<file path="config.mk">
export PLATFORM = sky130hd
export DESIGN_NAME = scs_clock_select
export DESIGN_NICKNAME = d
export VERILOG_FILES = /design/src/hdl/scs_pkg.sv /design/src/hdl/scs_clock_select.sv /design/src/hdl/scs_tick_gen.sv
export SDC_FILE = /design/constraint.sdc
export NUM_CORES = 1
export LEC_CHECK = 0
export BUFFER_PORTS_ARGS = -buffer_cell sky130_fd_sc_hd__buf_4
export CORE_MARGIN = 2
export CORE_UTILIZATION = 40
export DETAILED_ROUTE_END_ITERATION = 10
export GPL_ROUTABILITY_DRIVEN = 0
export GPL_TIMING_DRIVEN = 0
export SETUP_SLACK_MARGIN = 0.4
export SYNTH_ARGS = -nofsm -noshare
export SYNTH_HDL_FRONTEND = slang
export SYNTH_HIERARCHICAL = 1
export SYNTH_SLANG_ARGS = --single-unit
</file>
<file path="constraint.sdc">
create_clock -name clk -period 5.1 [get_ports clk]
set_input_delay 0.51 -clock clk [delete_from_list [all_inputs] [get_ports clk]]
set_output_delay 0.51 -clock clk [all_outputs]
set_load 0.02 [all_outputs]
</file>
<file path="src/hdl/scs_pkg.sv">
// Purpose: Shared constants for the system clock source select block.
// Assumes: One 250 MHz clock; slower clocks are one-cycle enable pulses.
// Notes:   Register map, field layout, reset values and divider figures.

package scs_pkg;

   ////////////////////////////////////////////////////////////////////////
   // Register port shape and register offsets.
   localparam int ADDR_W = 4;
   localparam int DATA_W = 8;
   localparam logic [ADDR_W-1:0] SCC_OFS = 4'h0;   // System clock control.
   localparam logic [ADDR_W-1:0] FRC_OFS = 4'h1;   // Fast RC control.
   localparam logic [ADDR_W-1:0] XTC_OFS = 4'h2;   // Slow crystal control.
   localparam logic [ADDR_W-1:0] DSP_OFS = 4'h3;   // Display control.

   ////////////////////////////////////////////////////////////////////////
   // Field positions.
   localparam int CKS_MSB = 7;
   localparam int CKS_LSB = 5;
   localparam int FHIDEN_BIT = 1;
   localparam int FSIDEN_BIT = 0;
   localparam int FSEL_MSB = 3;
   localparam int FSEL_LSB = 2;
   localparam int FLAG_BIT = 1;
   localparam int EN_BIT = 0;
   localparam int PUMP_MSB = 2;
   localparam int PUMP_LSB = 0;

   ////////////////////////////////////////////////////////////////////////
   // Codes and reset values.
   localparam logic [2:0] CKS_SLOW = 3'h7;   // Low speed clock.
   localparam logic [2:0] CKS_RST = 3'h1;    // Fast clock divided by two.
   localparam logic [1:0] FSEL_RST = 2'h0;
   localparam logic [2:0] PUMP_RST = 3'h0;
   localparam logic [2:0] WDT_DIV_MASK = 3'h7;  // Crystal divided by eight.

   ////////////////////////////////////////////////////////////////////////
   // Timing: fast RC periods and crystal period in system clock cycles.
   localparam int CLK_KHZ = 250000;
   localparam int FRC_4M_KHZ = 4000;
   localparam int FRC_8M_KHZ = 8000;
   localparam int FRC_12M_KHZ = 12000;
   localparam int FRC_W = 7;
   localparam logic [FRC_W-1:0] FRC_DIV_4M = FRC_W'(CLK_KHZ / FRC_4M_KHZ);
   localparam logic [FRC_W-1:0] FRC_DIV_8M = FRC_W'(CLK_KHZ / FRC_8M_KHZ);
   localparam logic [FRC_W-1:0] FRC_DIV_12M = FRC_W'(CLK_KHZ / FRC_12M_KHZ);
   localparam int CLK_HZ = 250000000;
   localparam int XTAL_HZ = 32768;
   localparam int XTAL_W = 13;
   localparam int XTAL_DIV_DEF = CLK_HZ / XTAL_HZ;

   // Fast RC period for a frequency select code; code 3 is 4 MHz.
   function automatic logic [FRC_W-1:0] frc_period(input logic [1:0] sel);
      case (sel)
         2'h1: frc_period = FRC_DIV_8M;
         2'h2: frc_period = FRC_DIV_12M;
         default: frc_period = FRC_DIV_4M;
      endcase
   endfunction : frc_period

   // Mask of n low ones, used by the prescaler and the pump divider.
   function automatic logic [7:0] ones_mask(input logic [3:0] n);
      ones_mask = 8'((9'h001 << n) - 9'h001);
   endfunction : ones_mask

   // Fast oscillator states.
   typedef enum logic [1:0] {FRC_OFF, FRC_START, FRC_RUN} scs_frc_t;

endpackage : scs_pkg

</file>
<file path="src/hdl/scs_clock_select.sv">
// Purpose: System clock source select with fast RC and slow crystal sources.
// Assumes: Register strobes are one cycle long and synchronous to clk.
// Notes:   All clocks are enable pulses; a source switch waits for a whole
//          pulse of the old source unless the fast source is paused, so no shortened period ever appears.

`timescale 1ns/1ps
`default_nettype none

// Notes on behaviour
// - Select field picks fast or slow clock, live.
// - Fast clock divided by one up to sixty-four.
// - Fast from internal RC, slow from crystal.
// - Both speed sources always exist, never none.
// - Crystal oscillator stays enabled at all times.
// - Crystal divided by eight feeds watchdog.
// - Display pump clock from crystal, rate selectable.
// - Crystal clock unused until start-up delay passes.
// - Slow internal RC never offered as clock.
// - Codes 0-6 divide fast clock, 7 slow.
// - Frequency codes: 4, 8, 12, 4 MHz.
// - Freq change clears stable flag, applies after set.
// - Switch to slow waits for crystal stable.
module scs_clock_select
   import scs_pkg::*;
#(
   parameter int XTAL_DIV = XTAL_DIV_DEF,   // Crystal period in clk cycles.
   parameter int FRC_START_CYC = 256,       // Fast RC start-up in clk cycles.
   parameter int XTAL_START_TICKS = 1024    // Crystal start-up in its own ticks.
) (
   // Clock and reset.
   input wire logic clk,
   input wire logic rst,
   // Register port.
   input wire logic [ADDR_W-1:0] reg_addr,
   input wire logic [DATA_W-1:0] reg_wdata,
   input wire logic reg_wr,
   input wire logic reg_rd,
   output logic [DATA_W-1:0] reg_rdata,
   // Clock enables out.
   output logic sys_clk_en,
   output logic crystal_clk_en,
   output logic watchdog_clk_en,
   output logic display_pump_clock_en,
   output logic [1:0] fast_rc_freq_act
);

   // Refuse parameter values that the counters below cannot serve.
   if (XTAL_DIV < 8 || XTAL_DIV >= (1 << XTAL_W)) begin : g_bad_xdiv
      $error("scs_clock_select: XTAL_DIV out of range.");
   end
   if (FRC_START_CYC < 1 || XTAL_START_TICKS < 1) begin : g_bad_start
      $error("scs_clock_select: start-up counts must be positive.");
   end

   localparam int FCW = $clog2(FRC_START_CYC + 1);
   localparam int XCW = $clog2(XTAL_START_TICKS + 1);

   ////////////////////////////////////////////////////////////////////////
   // Oscillator ticks.
   logic fast_tick;   // One fast RC period.
   logic xtal_tick;   // One crystal period.
   scs_frc_t frc_st_r, frc_st_nxt;   // Fast oscillator state.

   // The fast RC runs once stable at the applied frequency.
   scs_tick_gen #(.W(FRC_W)) u_fast (
      .clk(clk),
      .rst(rst),
      .run(frc_st_r == FRC_RUN),
      .period(frc_period(fast_rc_freq_act)),
      .tick(fast_tick)
   );

   // The crystal never stops, so its divider always runs.
   scs_tick_gen #(.W(XTAL_W)) u_xtal (
      .clk(clk),
      .rst(rst),
      .run(1'b1),
      .period(XTAL_W'(XTAL_DIV)),
      .tick(xtal_tick)
   );

   ////////////////////////////////////////////////////////////////////////
   // Register state.
   logic [2:0] cks_req_r, cks_req_nxt;       // Requested system clock code.
   logic fhiden_r, fhiden_nxt;               // Fast oscillator in halt.
   logic fsiden_r, fsiden_nxt;               // Slow oscillator in halt.
   logic [1:0] fsel_r, fsel_nxt;             // Requested fast RC frequency.
   logic frc_en_r, frc_en_nxt;               // Fast RC enable bit.
   logic [2:0] pump_sel_r, pump_sel_nxt;     // Pump clock rate select.
   logic xtal_stable_r, xtal_stable_nxt;     // Crystal usable.
   logic [DATA_W-1:0] rdata_nxt;
   logic wr_scc, wr_frc, wr_dsp;

   // Decode writes and build read data for the next cycle.
   always_comb begin
      wr_scc = reg_wr && (reg_addr == SCC_OFS);
      wr_frc = reg_wr && (reg_addr == FRC_OFS);
      wr_dsp = reg_wr && (reg_addr == DSP_OFS);
      cks_req_nxt = wr_scc ? reg_wdata[CKS_MSB:CKS_LSB] : cks_req_r;
      fhiden_nxt = wr_scc ? reg_wdata[FHIDEN_BIT] : fhiden_r;
      fsiden_nxt = wr_scc ? reg_wdata[FSIDEN_BIT] : fsiden_r;
      fsel_nxt = wr_frc ? reg_wdata[FSEL_MSB:FSEL_LSB] : fsel_r;
      frc_en_nxt = wr_frc ? reg_wdata[EN_BIT] : frc_en_r;
      pump_sel_nxt = wr_dsp ? reg_wdata[PUMP_MSB:PUMP_LSB] : pump_sel_r;
      rdata_nxt = '0;
      if (reg_rd) begin
         case (reg_addr)
            SCC_OFS: rdata_nxt = {cks_req_r, 3'h0, fhiden_r, fsiden_r};
            FRC_OFS: rdata_nxt = {4'h0, fsel_r, frc_st_r == FRC_RUN, frc_en_r};
            XTC_OFS: rdata_nxt = {6'h00, xtal_stable_r, 1'b1};
            DSP_OFS: rdata_nxt = {5'h00, pump_sel_r};
            default: rdata_nxt = '0;
         endcase
      end
   end

   // Register the software-visible bits; read data stand one cycle only.
   always_ff @(posedge clk) begin
      if (rst) begin
         cks_req_r <= CKS_RST;
         fhiden_r <= 1'b0;
         fsiden_r <= 1'b0;
         fsel_r <= FSEL_RST;
         frc_en_r <= 1'b1;
         pump_sel_r <= PUMP_RST;
         reg_rdata <= '0;
      end else begin
         cks_req_r <= cks_req_nxt;
         fhiden_r <= fhiden_nxt;
         fsiden_r <= fsiden_nxt;
         fsel_r <= fsel_nxt;
         frc_en_r <= frc_en_nxt;
         pump_sel_r <= pump_sel_nxt;
         reg_rdata <= rdata_nxt;
      end
   end

   ////////////////////////////////////////////////////////////////////////
   // Fast RC oscillator: start-up and frequency application.
   logic [FCW-1:0] frc_cnt_r, frc_cnt_nxt;   // Start-up cycles counted.
   logic [1:0] fact_nxt;                     // Applied frequency next.
   logic [2:0] active_cks_r, active_cks_nxt; // Code in force on the output.
   logic frc_need;

   // The fast RC keeps running while it drives the system clock, so the
   // high speed source is never left without an oscillator.
   always_comb begin
      frc_need = frc_en_r || (active_cks_r != CKS_SLOW) || (cks_req_r != CKS_SLOW);
      frc_st_nxt = frc_st_r;
      frc_cnt_nxt = frc_cnt_r;
      fact_nxt = fast_rc_freq_act;
      case (frc_st_r)
         FRC_OFF: begin
            if (frc_need) begin
               frc_st_nxt = FRC_START;
               frc_cnt_nxt = '0;
            end
         end
         FRC_START: begin
            if (!frc_need) begin
               frc_st_nxt = FRC_OFF;
            end else if (wr_frc && fsel_nxt != fsel_r) begin
               frc_cnt_nxt = '0;
            end else if (frc_cnt_r == FCW'(FRC_START_CYC - 1)) begin
               frc_st_nxt = FRC_RUN;
               fact_nxt = fsel_r;
            end else begin
               frc_cnt_nxt = frc_cnt_r + FCW'(1);
            end
         end
         FRC_RUN: begin
            if (!frc_need) begin
               frc_st_nxt = FRC_OFF;
            end else if (wr_frc && fsel_nxt != fsel_r) begin
               frc_st_nxt = FRC_START;
               frc_cnt_nxt = '0;
            end
         end
         default: frc_st_nxt = FRC_OFF;
      endcase
   end

   // Register the fast oscillator state.
   always_ff @(posedge clk) begin
      if (rst) begin
         frc_st_r <= FRC_START;
         frc_cnt_r <= '0;
         fast_rc_freq_act <= FSEL_RST;
      end else begin
         frc_st_r <= frc_st_nxt;
         frc_cnt_r <= frc_cnt_nxt;
         fast_rc_freq_act <= fact_nxt;
      end
   end

   ////////////////////////////////////////////////////////////////////////
   // Crystal start-up and derived clocks; the slow internal RC is not
   // an input at all, so it can never reach these paths.
   logic [XCW-1:0] xst_cnt_r, xst_cnt_nxt;   // Crystal ticks since start.
   logic [7:0] xdiv_cnt_r, xdiv_cnt_nxt;     // Crystal divider chain.
   logic [7:0] pmask;
   logic wdt_nxt, pump_nxt, xclk_nxt;

   // Count crystal ticks to the start-up delay, then open the derived clocks.
   always_comb begin
      xst_cnt_nxt = xst_cnt_r;
      xtal_stable_nxt = xtal_stable_r;
      if (xtal_tick && !xtal_stable_r) begin
         if (xst_cnt_r == XCW'(XTAL_START_TICKS - 1)) begin
            xtal_stable_nxt = 1'b1;
         end else begin
            xst_cnt_nxt = xst_cnt_r + XCW'(1);
         end
      end
      xdiv_cnt_nxt = (xtal_tick && xtal_stable_r) ? xdiv_cnt_r + 8'h01 : xdiv_cnt_r;
      pmask = ones_mask(4'({1'b0, pump_sel_r} + 4'h1));
      xclk_nxt = xtal_tick && xtal_stable_r;
      wdt_nxt = xclk_nxt && (xdiv_cnt_r[2:0] == WDT_DIV_MASK);
      pump_nxt = xclk_nxt && ((xdiv_cnt_r & pmask) == pmask);
   end

   // Register the crystal state and its clock enables.
   always_ff @(posedge clk) begin
      if (rst) begin
         xst_cnt_r <= '0;
         xtal_stable_r <= 1'b0;
         xdiv_cnt_r <= '0;
         crystal_clk_en <= 1'b0;
         watchdog_clk_en <= 1'b0;
         display_pump_clock_en <= 1'b0;
      end else begin
         xst_cnt_r <= xst_cnt_nxt;
         xtal_stable_r <= xtal_stable_nxt;
         xdiv_cnt_r <= xdiv_cnt_nxt;
         crystal_clk_en <= xclk_nxt;
         watchdog_clk_en <= wdt_nxt;
         display_pump_clock_en <= pump_nxt;
      end
   end

   ////////////////////////////////////////////////////////////////////////
   // System clock multiplexer.
   logic [5:0] pre_cnt_r, pre_cnt_nxt;   // Fast clock prescaler.
   logic old_tick;                       // Pulse of the code in force.
   logic fast_idle;                      // Fast source paused.
   logic do_switch;
   logic skip_r, skip_nxt;               // Swallow the first pulse of a new code.

   // Tick of a given code: prescaled fast clock, or the crystal.
   function automatic logic code_tick(input logic [2:0] code, input logic [5:0] pc,
                                      input logic ft, input logic xt);
      logic [7:0] m;
      m = ones_mask({1'b0, code});
      if (code == CKS_SLOW) code_tick = xt;
      else code_tick = ft && ((pc & m[5:0]) == m[5:0]);
   endfunction : code_tick

   // Change codes at the end of a whole pulse of the old source, or at once while the fast source is paused.
   always_comb begin
      pre_cnt_nxt = fast_tick ? pre_cnt_r + 6'h01 : pre_cnt_r;
      old_tick = code_tick(active_cks_r, pre_cnt_r, fast_tick, xclk_nxt);
      fast_idle = (active_cks_r != CKS_SLOW) && (frc_st_r != FRC_RUN);
      do_switch = (cks_req_r != active_cks_r) && (old_tick || fast_idle) && !skip_r
                  && ((cks_req_r != CKS_SLOW) || xtal_stable_r);
      active_cks_nxt = do_switch ? cks_req_r : active_cks_r;
      // The new source may tick right after the old one: drop that first pulse.
      skip_nxt = do_switch || (skip_r && !old_tick);
   end

   // Register the prescaler, the code in force and the system clock.
   always_ff @(posedge clk) begin
      if (rst) begin
         pre_cnt_r <= '0;
         active_cks_r <= CKS_RST;
         skip_r <= 1'b0;
         sys_clk_en <= 1'b0;
      end else begin
         pre_cnt_r <= pre_cnt_nxt;
         active_cks_r <= active_cks_nxt;
         skip_r <= skip_nxt;
         sys_clk_en <= old_tick && !skip_r;
      end
   end
endmodule : scs_clock_select

`default_nettype wire

</file>
<file path="src/hdl/scs_tick_gen.sv">
// Purpose: Divider that turns the system clock into an oscillator tick.
// Assumes: Period of at least two cycles; run low clears the divider.
// Notes:   The tick is one cycle long and comes from a flip-flop.

`timescale 1ns/1ps
`default_nettype none

module scs_tick_gen #(
   parameter int W = 8
) (
   // Clock and reset.
   input wire logic clk,
   input wire logic rst,
   // Control.
   input wire logic run,
   input wire logic [W-1:0] period,
   // Tick out.
   output logic tick
);

   // Refuse a counter too narrow to hold a two-cycle period.
   if (W < 2) begin : g_bad_w
      $error("scs_tick_gen: W must be at least 2.");
   end

   logic [W-1:0] cnt_r;    // Cycles since the last tick.
   logic [W-1:0] cnt_nxt;
   logic tick_nxt;

   // Count up to period-1, then wrap and fire; stopped counter restarts at zero.
   always_comb begin
      cnt_nxt = cnt_r;
      tick_nxt = 1'b0;
      if (!run) begin
         cnt_nxt = '0;
      end else if (cnt_r >= period - W'(1)) begin
         cnt_nxt = '0;
         tick_nxt = 1'b1;
      end else begin
         cnt_nxt = cnt_r + W'(1);
      end
   end

   // Register the counter and the tick.
   always_ff @(posedge clk) begin
      if (rst) begin
         cnt_r <= '0;
         tick <= 1'b0;
      end else begin
         cnt_r <= cnt_nxt;
         tick <= tick_nxt;
      end
   end

endmodule : scs_tick_gen

`default_nettype wire

</file>
==> flow_metrics.py <==
metrics = {
    "placed_design": {
        "port_buffers": 26,
        "hpwlAfterDp_um": 7791,
        "dp_cells": 753,
        "post-place-ws_ns": 2.586,
    },
    "critical_path": {
        "crit_top_cell": "and3_1",
        "slowest_stage": "nor4b_2",
        "cp-start-kind": "flip-flop",
        "worst-endpoint-required_ns": 5.31,
        "cp_cell_sequence": "ha_1 -> and3_1 -> and3_1 -> and3_1 -> ha_1 -> inv_1 -> nor4b_2 -> mux2i_1 -> nor2_1",
        "cpPeakStageDelay_ns": 0.51,
        "worstPathMaxFanout": 6,
        "crit_arrival_ns": 2.79,
        "path_class": "reg2reg",
        "endpoint_kind": "flip-flop",
    },
    "power_and_ir_drop": {
        "powerDensity_nw_per_um2": 253.7,
        "power.share.sequential_pct": 47.8,
        "vdd_drop_max_v": 0.0001617,
        "p_switching_mw": 0.3417,
        "swShare_pct": 23.69,
        "power.static_leakage_nw": 2.194,
        "clockPowerShare_pct": 46.7,
        "p_int_mw": 1.100,
        "power_frac_comb_pct": 5.5,
    },
    "global_route": {
        "antenna_found_initial": 0,
        "track_usage_pct": 17.11,
        "overflow": 0,
        "grt_max_degree": 17,
        "grt_pass1_vias": 3882,
        "grt_pass1_wl_um": 17980,
    },
    "sta": {
        "final.setup.tns_ns": 0,
        "setup_viol": 0,
        "worst-slew-pin-transition_ns": 0.7136,
        "fin_crit_ns": 2.578,
        "rsz0062_at_grt": "no",
        "report.final.hold_viol_count": 0,
        "max_slew_margin_pct": 52.43,
        "period_share_pct": 50.54,
        "finalMaxSlewViolations": 0,
        "layout_setup_ws_ns": 2.522,
        "max_freq_mhz": 387.9,
        "fin_skew_ns": 0.006150,
    },
    "yosys": {
        "synth-seq-cells": 87,
        "netlist_area_um2": 4832,
        "synth-async-reset-ratio_pct": 0,
        "yosysUniqueCellTypes": 65,
        "syn_area_per_cell_um2": 9.032,
        "synth_edf_count": 0,
        "synth_cells": 535,
        "synth_warnings": 6,
        "synthFlopType": "dfxtp_1",
        "synth_seq_area_share_pct": 36.04,
    },
    "routing": {
        "vias": 3908,
        "drcViolationCount": 0,
        "dr.pass1.iters": 4,
        "wl_met3_um": 341,
        "routed_via_density": 5.082,
        "first_iter_violations": 201,
        "wirelength_um": 10350,
        "wl_met1_um": 4819,
        "wl_per_cell_um": 13.46,
        "drtAntennaViolNets": 0,
        "top_layer": "met4",
        "route.met2.wl_um": 4967,
    },
    "cts": {
        "insertion_delay_ns": 0.35,
        "cts_max_path_buffers": 2,
        "path_clk_slew_ns": 0.06,
        "cts_setup_buffers": 0,
        "htree_num_levels": 3,
        "cts_root_buf": "clkbuf_16",
        "ctsHoldBuffers": 0,
        "ctsResizeCount": 0,
        "tritoncts": "built",
        "numCtsBuffers": 9,
        "cts_sinks": 87,
    },
    "job": {
        "cap_violations": 0,
    },
    "layout": {
        "syn2layout_area_growth_pct": 17.63,
        "nets": 665,
        "nFillCells": 1166,
        "post-route-util_pct": 47.72,
        "final_cell_mix": "dfxtp_1 (87), nor2_1 (53), conb_1 (47)",
        "final_cell_count_no_fill": 769,
        "multi_input_area_um2": 3083,
        "diodes": 0,
        "drive_gt1_share_pct": 12.22,
        "mostFrequentLayoutCell": "dfxtp_1",
        "regArea_um2": 1742,
    },
    "floorplan": {
        "initial_core_util_pct": 40.57,
        "core-area_um2": 11910,
        "die_h_um": 113.9,
        "rows": 40,
        "die_area_um2": 12980,
        "die_w_um": 113.9,
        "ioPinCount": 30,
    },
    "worst_hold_path": {
        "hold_path.class": "in2reg",
    },
    "status": {
        "status": "finished clean",
    },
}
[layout make-up]
cell class	instances	share of cell area, %
plain buffers	16	1.585
clock buffers	9	3.962
clock inverters	7	1.387
inverters	23	1.519
multi-input cells	454	54.24
flip-flops and latches	87	30.64
well taps	147	3.236
repair buffers	26	3.434
[registers in the layout, summed over array words and instances (netlist names), 2 cells and up]
name and count:
pre_cnt_r 6, fsel_r 2, frc_cnt_r 9, u_fast/cnt_r 7, fast_rc_freq_act 2, frc_st_r 2, pump_sel_r 3, cks_req_r 3
u_xtal/cnt_r 13, xdiv_cnt_r 8, xst_cnt_r 11, active_cks_r 3, reg_rdata 7
[power groups by stage]
stage          combinational (mW)  clock, mW  sequential (mW)
2_1_floorplan              0.0537          0            0.704
3_3_place_gp               0.0762          0            0.704
3_5_place_dp               0.0778          0            0.705
4_1_cts                    0.0783      0.686            0.689
5_1_grt                    0.0908      0.710            0.690
6_report                   0.0796      0.673            0.689
[synthesized netlist by cell type, drive strengths merged, types with 3 or more instances]
master | count | area share, %
nand2 | 44 | 3.5
a21oi | 25 | 2.7
nand2b | 6 | 0.78
and2 | 7 | 0.91
or4 | 3 | 0.47
nor4 | 18 | 3.8
o21ai | 16 | 1.7
buf | 8 | 1.2
nor4b | 3 | 0.98
nor3 | 19 | 2.1
nor2 | 53 | 4.1
a311oi | 4 | 0.72
nor3b | 5 | 1.0
a21boi | 4 | 0.62
nand3 | 28 | 2.9
xnor2 | 27 | 4.9
and3 | 8 | 1.0
inv | 23 | 1.8
nand4 | 11 | 1.4
ha | 32 | 8.3
nor2b | 7 | 0.91
o21a | 6 | 0.93
o31ai | 3 | 0.75
dfxtp | 87 | 36
xor2 | 28 | 5.1
clkbuf | 8 | 0.62
nand3b | 5 | 0.78
mux2i | 13 | 2.7
[worst max-delay path, delay by kind of cell, from the launching register on]
kind	cells	cell delay, ns
adders and majority gates	2	0.50
buffers and inverters	1	0.13
DFF	1	0.41
muxes	1	0.25
and+or+nand+nor	5	1.14
[final timing paths]
path | start | to | slack (ns) | depth (start not counted)
worst max-delay path | frc_cnt_r[0] | fast_rc_freq_act[1] | 2.52 | 9
worst min-delay path | reg_addr[1] | reg_rdata[3] | 0.37 | 2
worst max register to register | frc_cnt_r[0] | fast_rc_freq_act[1] | 2.52 | 9
worst min register to register | skip_r | sys_clk_en | 0.47 | 1
[logic make-up (layout without fill, tap and decap cells)]
group           Yosys count  after routing  synth area share, %
fa+ha+maj                33             33                8.493
simple gates            226            226                26.08
buf+inv                  39             81                3.651
mux                      15             15                3.470
other cells               2             47               0.1554
xor+xnor                 55             55                9.969
flops                    87             87                36.04
compound gates           78             78                12.14
[routing by layer]
metal	vias to the layer above	global-route usage, %
li1	2023	-
met2	66	29.50
met1	1803	21.21
met5	-	0
met4	0	7.480
met3	16	2.657
[per-stage QoR]
step	hold slack (ns)	area (µm²)	power (mW)
after floorplan	0.4146	5001	0.7572
after global placement	0.4453	5380	0.7807
after detailed placement	0.4501	5380	0.7825
after CTS	0.3704	5684	1.454
after global routing	0.3814	5684	1.491
final	0.3721	5684	1.442
No activity file was read; power rests on OpenSTA's default activity.
